`src/rtl/mls_consts.vh`:
```
// constants for the motion link sequencer: register offsets, fields, reset values, timing
// included by rtl/mls_sequencer.v only
`ifndef MLS_CONSTS_VH
`define MLS_CONSTS_VH
`define MLS_ADDR_ACT_THR_HI 8'h20
`define MLS_ADDR_ACT_THR_LO 8'h21
`define MLS_ADDR_ACT_TIMER 8'h22
`define MLS_ADDR_INACT_THR_HI 8'h23
`define MLS_ADDR_INACT_THR_LO 8'h24
`define MLS_ADDR_INACT_TMR_HI 8'h25
`define MLS_ADDR_INACT_TMR_LO 8'h26
`define MLS_ADDR_LINK_CTL 8'h27
`define MLS_ADDR_POWER_CONTROL 8'h2d
`define MLS_ADDR_STATUS 8'h0b
`define MLS_RST_REG 8'h00
// motion link control fields
`define MLS_ACTIVITY_ENABLE_FIELD_LSB 0
`define MLS_INACTIVITY_ENABLE_FIELD_LSB 2
`define MLS_LINKLOOP_LSB 4
`define MLS_EN_REFERENCED 2'h3
`define MLS_SEQ_DEFAULT 2'h0
`define MLS_SEQ_LINKED 2'h1
`define MLS_SEQ_LOOP 2'h3
// power control fields
`define MLS_MEAS_LSB 0
`define MLS_MEAS_ON 2'h3
`define MLS_AUTOSLEEP_BIT 2
`define MLS_LOW_NOISE_BIT 4
// status bits
`define MLS_ST_ACT_BIT 4
`define MLS_ST_INACT_BIT 5
`define MLS_ST_AWAKE_BIT 6
`define MLS_AWAKE_RESET 1'b1
// start-up delay before the first sample in measurement mode
`define MLS_STARTUP_MS 100
`define MLS_CLOCK_HZ 100000000
`define MLS_STARTUP_CYCLES (`MLS_STARTUP_MS * (`MLS_CLOCK_HZ / 1000))
`endif

```
`src/rtl/mls_sequencer.v`:
```
// motion link sequencer: activity/inactivity sequencing, awake flag, autosleep control
// assumes one register port on this clock and detector events/samples from the same domain
//
// Overview of operation
// host must enable detectors; disabled after reset
// default mode: both run, events held until read
// linked: after activity, only inactivity armed
// linked: after inactivity, only activity armed
// linked: activity armed first after reset
// linked: next armed only after status read
// awake flag is one after reset
// inactivity seen and cleared drops awake
// activity seen and cleared raises awake
// linked referenced: reference updates on status read
// loop: like linked, self-clearing, no host
// loop: activity armed first after reset
// loop: awake set entering measurement mode
// host sets loop start activity threshold low
// host sets loop start inactivity threshold high
// 0x3f enables referenced detectors in loop
// 0x07 at 0x2d: measure with autosleep
// awake drops after start-up delay plus sample
// autosleep: wake-up on inactivity, measure on activity
// default mode ignores autosleep
// no autosleep with low noise selected
// awake may drive either event output
// sample buffer off in wake-up/autosleep
// referenced when either enable field is 11
// wake-up mode uses one-sample activity
// mode field change rearms activity
`timescale 1ns/10ps
`include "mls_consts.vh"
module mls_sequencer #(
  parameter STARTUP_CYCLES = `MLS_STARTUP_CYCLES
) (
  // clock and reset
  input wire clock,
  input wire rst,
  // register port
  input wire reg_wr,
  input wire reg_rd,
  input wire [7:0] reg_addr,
  input wire [7:0] reg_wdata,
  output reg [7:0] reg_rdata,
  // detector side
  input wire sample_tick,
  input wire act_raw,
  input wire inact_raw,
  // awake routing select
  input wire awake_to_a,
  input wire awake_to_b,
  // outputs to detectors and system
  output wire act_armed,
  output wire inact_armed,
  output wire referenced,
  output reg ref_update,
  output wire act_single_sample,
  output wire wakeup_mode,
  output wire buffer_enable,
  output wire [7:0] act_threshold,
  output wire [7:0] act_threshold_lo,
  output wire [7:0] act_time,
  output wire [15:0] inact_threshold,
  output wire [15:0] inact_time,
  output wire awake,
  output wire event_output_a,
  output wire event_output_b
);
  localparam ST_WAIT_ACT = 2'h0;
  localparam ST_WAIT_INACT = 2'h1;
  localparam ST_HELD_ACT = 2'h2;
  localparam ST_HELD_INACT = 2'h3;
  reg [7:0] activity_threshold_high;
  reg [7:0] activity_threshold_low;
  reg [7:0] activity_timer;
  reg [7:0] inactivity_threshold_high;
  reg [7:0] inactivity_threshold_low;
  reg [7:0] inactivity_timer_high;
  reg [7:0] inactivity_timer_low;
  reg [7:0] motion_link_control;
  reg [7:0] power_control;
  reg [1:0] state;
  reg [1:0] next_state;
  reg act_flag;
  reg inact_flag;
  reg awake_flag;
  reg next_awake;
  reg asleep_mode;
  reg next_asleep;
  reg startup_done;
  reg [31:0] startup_count;
  reg [1:0] prev_seq;
  wire [1:0] seq = motion_link_control[`MLS_LINKLOOP_LSB+1:`MLS_LINKLOOP_LSB];
  wire [1:0] activity_enable_field = motion_link_control[`MLS_ACTIVITY_ENABLE_FIELD_LSB+1:`MLS_ACTIVITY_ENABLE_FIELD_LSB];
  wire [1:0] inactivity_enable_field = motion_link_control[`MLS_INACTIVITY_ENABLE_FIELD_LSB+1:`MLS_INACTIVITY_ENABLE_FIELD_LSB];
  wire measuring = power_control[`MLS_MEAS_LSB+1:`MLS_MEAS_LSB] == `MLS_MEAS_ON;
  wire linked = seq == `MLS_SEQ_LINKED;
  wire looped = seq == `MLS_SEQ_LOOP;
  wire chained = linked | looped;

  wire autosleep = power_control[`MLS_AUTOSLEEP_BIT] & chained & ~power_control[`MLS_LOW_NOISE_BIT];
  wire status_rd = reg_rd & (reg_addr == `MLS_ADDR_STATUS);
  wire seq_changed = seq != prev_seq;
  // events only count once the first sample has arrived after entering measurement
  wire run = measuring & startup_done;

  wire act_on = activity_enable_field[0] & run;
  wire inact_on = inactivity_enable_field[0] & run;

  assign act_armed = act_on & (~chained | state == ST_WAIT_ACT);
  assign inact_armed = inact_on & (~chained | state == ST_WAIT_INACT);
  wire act_evt = act_armed & sample_tick & act_raw;
  wire inact_evt = inact_armed & sample_tick & inact_raw;

  assign referenced = (activity_enable_field == `MLS_EN_REFERENCED) | (inactivity_enable_field == `MLS_EN_REFERENCED);
  assign wakeup_mode = asleep_mode;

  assign act_single_sample = asleep_mode;

  assign buffer_enable = measuring & ~asleep_mode & ~autosleep;
  assign act_threshold = activity_threshold_high;
  assign act_threshold_lo = activity_threshold_low;

  assign act_time = asleep_mode ? 8'h00 : activity_timer;
  assign inact_threshold = {inactivity_threshold_high, inactivity_threshold_low};
  assign inact_time = {inactivity_timer_high, inactivity_timer_low};
  assign awake = awake_flag;

  assign event_output_a = awake_to_a ? awake_flag : (act_flag | inact_flag);
  assign event_output_b = awake_to_b ? awake_flag : (act_flag | inact_flag);
  // register writes; R16 R17 are plain field decodes of these bytes
  always @(posedge clock or posedge rst) begin
    if (rst) begin
      activity_threshold_high <= `MLS_RST_REG;
      activity_threshold_low <= `MLS_RST_REG;
      activity_timer <= `MLS_RST_REG;
      inactivity_threshold_high <= `MLS_RST_REG;
      inactivity_threshold_low <= `MLS_RST_REG;
      inactivity_timer_high <= `MLS_RST_REG;
      inactivity_timer_low <= `MLS_RST_REG;
      motion_link_control <= `MLS_RST_REG;
      power_control <= `MLS_RST_REG;
    end else if (reg_wr) begin
      case (reg_addr)
        `MLS_ADDR_ACT_THR_HI: activity_threshold_high <= reg_wdata;
        `MLS_ADDR_ACT_THR_LO: activity_threshold_low <= reg_wdata;
        `MLS_ADDR_ACT_TIMER: activity_timer <= reg_wdata;
        `MLS_ADDR_INACT_THR_HI: inactivity_threshold_high <= reg_wdata;
        `MLS_ADDR_INACT_THR_LO: inactivity_threshold_low <= reg_wdata;
        `MLS_ADDR_INACT_TMR_HI: inactivity_timer_high <= reg_wdata;
        `MLS_ADDR_INACT_TMR_LO: inactivity_timer_low <= reg_wdata;
        `MLS_ADDR_LINK_CTL: motion_link_control <= reg_wdata;
        `MLS_ADDR_POWER_CONTROL: power_control <= reg_wdata;
        default: ;
      endcase
    end
  end
  // start-up delay: first sample only after the delay and the next sample tick
  always @(posedge clock or posedge rst) begin
    if (rst) begin
      startup_count <= 32'h0000_0000;
      startup_done <= 1'b0;
    end else if (!measuring) begin
      startup_count <= 32'h0000_0000;
      startup_done <= 1'b0;
    end else if (startup_count < STARTUP_CYCLES) begin
      startup_count <= startup_count + 32'h0000_0001;
    end else if (sample_tick) begin
      startup_done <= 1'b1;
    end
  end
  // sequencing state
  always @* begin
    next_state = state;
    next_awake = awake_flag;
    next_asleep = asleep_mode;
    case (state)
      ST_WAIT_ACT: begin
        if (chained && act_evt) begin
          next_state = looped ? ST_WAIT_INACT : ST_HELD_ACT;
          if (looped) begin
            next_awake = 1'b1;
            next_asleep = 1'b0;
          end
        end
      end
      ST_WAIT_INACT: begin
        if (chained && inact_evt) begin
          next_state = looped ? ST_WAIT_ACT : ST_HELD_INACT;
          if (looped) begin
            next_awake = 1'b0;
            next_asleep = autosleep;
          end
        end
      end
      ST_HELD_ACT: begin
        if (status_rd) begin
          next_state = ST_WAIT_INACT;
          next_awake = 1'b1;
          next_asleep = 1'b0;
        end
      end
      ST_HELD_INACT: begin
        if (status_rd) begin
          next_state = ST_WAIT_ACT;
          next_awake = 1'b0;
          next_asleep = autosleep;
        end
      end
      default: next_state = ST_WAIT_ACT;
    endcase
    // default mode: awake follows serviced events
    if (!chained) begin
      next_state = ST_WAIT_ACT;
      next_asleep = 1'b0;
      if (status_rd && inact_flag) next_awake = 1'b0;
      if (status_rd && act_flag) next_awake = 1'b1;
    end
    if (seq_changed || !measuring) begin
      next_state = ST_WAIT_ACT;
      next_asleep = 1'b0;
    end
    if (!autosleep) next_asleep = 1'b0;
    if (measuring && !startup_done && looped) next_awake = 1'b1;
  end
  always @(posedge clock or posedge rst) begin
    if (rst) begin
      state <= ST_WAIT_ACT;
      awake_flag <= `MLS_AWAKE_RESET;
      asleep_mode <= 1'b0;
      prev_seq <= `MLS_SEQ_DEFAULT;
    end else begin
      state <= next_state;
      awake_flag <= next_awake;
      asleep_mode <= next_asleep;
      prev_seq <= seq;
    end
  end
  // event flags: set wins over the clear of a status read; loop mode self-clears
  always @(posedge clock or posedge rst) begin
    if (rst) begin
      act_flag <= 1'b0;
      inact_flag <= 1'b0;
    end else begin
      if (act_evt) act_flag <= 1'b1;
      else if (status_rd || looped) act_flag <= 1'b0;
      if (inact_evt) inact_flag <= 1'b1;
      else if (status_rd || looped) inact_flag <= 1'b0;
    end
  end
  // reference refresh pulse; linked mode refreshes only on status reads
  always @(posedge clock or posedge rst) begin
    if (rst) begin
      ref_update <= 1'b0;
    end else begin
      ref_update <= referenced & run & (linked ? status_rd : (act_evt | inact_evt));
    end
  end
  // register read data
  always @(posedge clock or posedge rst) begin
    if (rst) begin
      reg_rdata <= 8'h00;
    end else if (reg_rd) begin
      case (reg_addr)
        `MLS_ADDR_ACT_THR_HI: reg_rdata <= activity_threshold_high;
        `MLS_ADDR_ACT_THR_LO: reg_rdata <= activity_threshold_low;
        `MLS_ADDR_ACT_TIMER: reg_rdata <= activity_timer;
        `MLS_ADDR_INACT_THR_HI: reg_rdata <= inactivity_threshold_high;
        `MLS_ADDR_INACT_THR_LO: reg_rdata <= inactivity_threshold_low;
        `MLS_ADDR_INACT_TMR_HI: reg_rdata <= inactivity_timer_high;
        `MLS_ADDR_INACT_TMR_LO: reg_rdata <= inactivity_timer_low;
        `MLS_ADDR_LINK_CTL: reg_rdata <= motion_link_control;
        `MLS_ADDR_POWER_CONTROL: reg_rdata <= power_control;
        `MLS_ADDR_STATUS: reg_rdata <= {1'b0, awake_flag, inact_flag, act_flag, 4'h0};
        default: reg_rdata <= 8'h00;
      endcase
    end
  end
endmodule // mls_sequencer

```
`config.mk`:
```
export PLATFORM = sky130hd
export DESIGN_NAME = mls_sequencer
export DESIGN_NICKNAME = d
export VERILOG_FILES = /design/src/rtl/mls_sequencer.v
export VERILOG_INCLUDE_DIRS = /design/src /design/src/rtl
export SDC_FILE = /design/constraint.sdc
export NUM_CORES = 1
export LEC_CHECK = 0
export BUFFER_PORTS_ARGS = -buffer_cell sky130_fd_sc_hd__buf_4
export CORE_MARGIN = 2
export CORE_UTILIZATION = 42
export CTS_CLUSTER_SIZE = 25
export DETAILED_ROUTE_END_ITERATION = 8
export SLEW_MARGIN = 20
export SYNTH_ARGS = -nofsm -noshare
export SYNTH_HDL_FRONTEND = slang
export SYNTH_SLANG_ARGS = --single-unit
```
`constraint.sdc`:
```
create_clock -name clock -period 4.32 [get_ports clock]
set_input_delay 0.432 -clock clock [delete_from_list [all_inputs] [get_ports clock]]
set_output_delay 0.432 -clock clock [all_outputs]
set_load 0.02 [all_outputs]
```
; ---- Word-level counts from Yosys, hierarchy flattened
; Cells that the tools add are included.
[word_totals]
register_bits = 122
latch_bits = 0
ram_bits = 0
mem_bits_ro = 0
input_bits = 25
out_inout_bits = 74
wordCells = 147
memories = 0
[classes]
add_sub_neg = 1
n_mul = 0
n_div = 0
magnitude_cmp = 1
eq_ne = 32
shifts = 0
n_mux = 43
bitwise = 26
n_reduce_logical = 25
[ops]
columns = cell, n
row1 = $pmux 8 s10, 1
row2 = $eq 8x6->1 const B, 9
row3 = $mux 32, 2
row4 = $add 32x1->32 const B, 1
row5 = $lt 32x24->1 const B, 1
row6 = $mux 1, 28
row7 = $reduce_and 2->1, 10
row8 = $and 1x1->1, 16
row9 = $mux 2, 8
row10 = $eq 2x2->1 const B, 6
row11 = $ne 5x3->1 const B, 2
row12 = $ne 5x4->1 const B, 2
row13 = $ne 5x5->1 const B, 2
row14 = $eq 8x4->1 const B, 1
row15 = $mux 8, 1
row16 = $ne 4x2->1 const B, 2
row17 = $ne 4x4->1 const B, 2
row18 = $pmux 1 s4, 2
row19 = $pmux 2 s4, 1
row20 = $logic_and 1x1->1, 6
row21 = $or 1x1->1, 6
row22 = $reduce_and 6->1, 1
row23 = $eq 2x1->1 const B, 2
row24 = $ne 2x2->1 const B, 2
row25 = 8 further kinds, 14

; ---- Longest topological paths before layout
[logic_depth]
ltp_word = 14
mapped_depth = 7
ltp_nobuf = 6

; ---- Least setup slack after synthesis
; OpenSTA, ideal clock, no wires.
[synth_path]
path_kind = register to register
start = register startup_count[18]
end = register startup_count[14]
setup_time_ps = 78
arrival_time_ps = 2072
required_time_ps = 4242
path_slack_ps = 2170
path_stages_with_launch = 7
path_buffers = 1
period_less_slack_ps = 2150
cell_sequence = dfrtp_1 o311a_1 o21a_2 or4_1 buf_2 or3_1 a21oi_1
[synth_via]
elab_chain_cells = 2
[synth_lines]
columns = element, line_no
row1 = "start, declared", mls_sequencer.v:91  ; reg [31:0] startup_count;
row2 = "start signal, assigned", mls_sequencer.v:167  ; startup_count <= startup_count + 32'h0000_0001;
row3 = $lt 32x24->1, mls_sequencer.v:166  ; end else if (startup_count < STARTUP_CYCLES) begin
row4 = $ne 2x1->1 (no line), --
; Every way passes these cells.
; A chain may end at the register's enable or synchronous reset.

; ---- Worst setup path after layout
[layout_path]
start = register startup_count[11]
end = register startup_count[14]
[layout_via]
elab_chain_cells = 3
elab_cells_between_ends = 5
cone_classes = 1 x add/sub / 1 x order compare / 1 x eq/ne / 2 x mux
[layout_lines]
columns = element, line_no
row1 = $add 32x1->32, mls_sequencer.v:167
row2 = $mux 32, mls_sequencer.v:166
row3 = $mux 32, mls_sequencer.v:163  ; end else if (!measuring) begin
; Parallel ways exist; a longest one is shown, timed or not. The select of a mux whose other input is x is not followed.

==> results.md <==
- Avg Inst Size Synth: 10.9 µm²
- Outcome: finished, final reports clean
- Final Wtd Congestion: 0.844
- Port bufs: 98
- RSZ-0062 raised after global routing: false
- Die Y: 124 µm
- Worst Hold Class: input pin to async pin
- Max FO, Critical Path: 10
- Worst slack, placed: 1860 ps
- Critical path required time: 4660 ps
- Grt ovf: 0
- Total Neg Setup Slack: 0 ps
- Fin. Hold Viols: 0
- Skew-Pair Late Insertion Delay: 420 ps
- Final setup margin: 1870 ps
- PwrDens: 377 nW/µm²
- Startpoint Class: flip-flop
- CTS clk-pin slew, worst paths: 50 ps
- Routed Wire Length: 17,300 µm
- HPWL after DPL: 11,800 µm
- Crit end category: flip-flop
- Reg-to-reg startpoint: startup_count[11]
- DRC violations left: 0
- Total power after layout: 2.86 mW
- Final Core Density: 0.541
- Final slew viol count: 0
- Arr. time, crit path: 2780 ps
- Initial DRT Pass Iterations: 5
- Vias in the first global route: 5,052
- Vias after detailed routing: 5,068
- Minimum clock period: 2450 ps
- Post-DRT Antenna Nets: 0
- Setup Skew: 7.33 ps
- Synth cell types: 59
- H-tree level count: 4
- Final setup vio count: 0
- Ys async rst share: 1.00
- Syn Inst Count: 557
- Pin slew with the least headroom to its limit: 866 ps
- # IOs: 99
- Routed vias/inst: 6.02
- Pin count of the biggest net entering global routing: 66
- Share of layout cells above drive strength 1: 0.341
- Ant diodes: 0
- Initial Util: 0.435
- Post-synth EDFFs: 0
- Final nets: 676
- Yosys reg bits: 122
- Routed len/inst: 20.6 µm
- Synth-to-Final Area Change: 24.3%
- DIE AREA: 15,500 µm²
- Yosys top cell area share: 0.498
- VDD IR-drop max: 0.289 mV
- Initial antenna violation count: 0
- Fmax: 409 MHz
- Syn_nets: 583
- R2R cell count: 5
- Slew margin rel.: 0.417
- R2R Path End: startup_count[14]
- Final period utilization: 0.567
- # fillers: 1,252
- CTS tree: built
- Root Driver: clkbuf_16
- Drt initial violations: 371
- YS warnings: 0
- Top_reg_cell synth: dfrtp_1
- Buffer count from post-CTS setup fixing: 0
- CTS Hold Bufs: 0
- Chip width: 124 µm
- Core area: 14,000 µm²
- Register area share after synthesis: 0.502
- Leakage power: 3.55 nW
- Core Rows: 43
- Post-Syn Area: 6080 µm²
- Post-cts sizing count: 0
- Setup Crit Path Kind: flip-flop to flip-flop
- Reg2reg setup slack: 1870 ps
- Maximum clock insertion buffer count: 2
- GRT Total Usage: 0.226
- First-pass GRT wire length: 27,700 µm
- Leading area contributor after synthesis: dfrtp_1
- MaxCap Viol Count: 0
- Number of clock sinks: 122
- Area contributors post-synth: dfrtp_1 (50%), mux2_2 (15%), nand2_1 (2.2%), a21oi_1 (2.0%), o21ai_0 (2.0%)
- Inserted Clock Buffers: 17
-- stage by stage --
stage	area [µm²]	cells	hold slack, ps
2_1_floorplan	6080	557	352
4_1_cts	7560	842	217
3_3_place_gp	6970	811	490
6_report	7560	842	189
5_1_grt	7560	842	260
3_5_place_dp	6980	811	496
-- worst max-delay path: stages (launching register included) --
cell	delay, ps
dfrtp_1	440
a211oi_1	410
a211oi_1	270
or4_1	690
or3_1	410
a21oi_1	140
-- placed cells by master, fill, tap and decap left out, drive strengths merged, types with 15 or more instances in the layout --
master,count
dfrtp,121
buf,104
mux2,80
nand2,35
nor2,31
o21ai,24
a21oi,24
clkbuf,24
nand3,19
nor2b,15
-- final cells by class --
type	count	area [µm²]	share of cell area
Sequential cell	122	3050	0.404
Multi-Input combinational cell	393	2870	0.380
Timing Repair Buffer	104	781	0.103
Clock buffer	24	492	0.0650
Tap cell	180	225	0.0298
Clock inverter	7	90.1	0.0119
Inverter	12	47.5	0.00629
-- Yosys cell counts (9+ instances only) --
library cell  number
a21oi_1           24
nor2_1            31
inv_1             12
and3_1            12
nand4_1           14
a22oi_1           10
clkbuf_1          24
nor2b_1           15
mux2_2            80
dfrtp_1          121
nand3_1           19
o21ai_0           24
nand2_1           35
or3_1              9
-- sequential cells by signal (all words and copies together), names as in the netlist, 2 cells and up --
register / flops
inactivity_threshold_low: 8
activity_timer: 8
reg_rdata: 8
state: 2
inactivity_timer_high: 8
inactivity_threshold_high: 8
inactivity_timer_low: 8
power_control: 8
startup_count: 32
act_threshold_lo: 8
act_threshold: 8
motion_link_control: 8
prev_seq: 2
-- worst max-delay path by stage --
stage                            from                end  slack, ps  cells after the start
floorplan                         rst           act_flag        650                      1
global placement          reg_addr[4]   act_threshold[3]       1640                      6
detailed placement        reg_addr[2]  act_single_sample       1860                      6
CTS                 startup_count[11]  startup_count[14]       1880                      5
global route        startup_count[11]  startup_count[14]       1720                      5
finish              startup_count[11]  startup_count[14]       1870                      5
-- report_power, final --
group	leakage (nW)	switching [mW]	internal, mW
combinational	1.59	0.135	0.0990
clock	0.282	0.498	0.903
sequential	1.68	0.0397	1.18
total	3.55	0.672	2.18
-- logic make-up (layout without fill, tap and decap cells) --
logic type	after synthesis	in the layout	share of synthesized area
fa+ha+maj	1	1	0.00206
simple gates	191	191	0.179
flops	122	122	0.502
compound gates	105	105	0.116
xor+xnor	8	8	0.0115
buf+inv	42	147	0.0269
mux	88	88	0.163
-- metal layers --
metal	track usage	vias to the layer above	share of wire
met2	0.362	179	0.48
met3	0.0468	28	0.049
li1	-	2277	-
met4	0.0826	0	0.020
met1	0.304	2584	0.45
met5	0	-	0
Note: power is estimated with default switching activity, not from simulation.
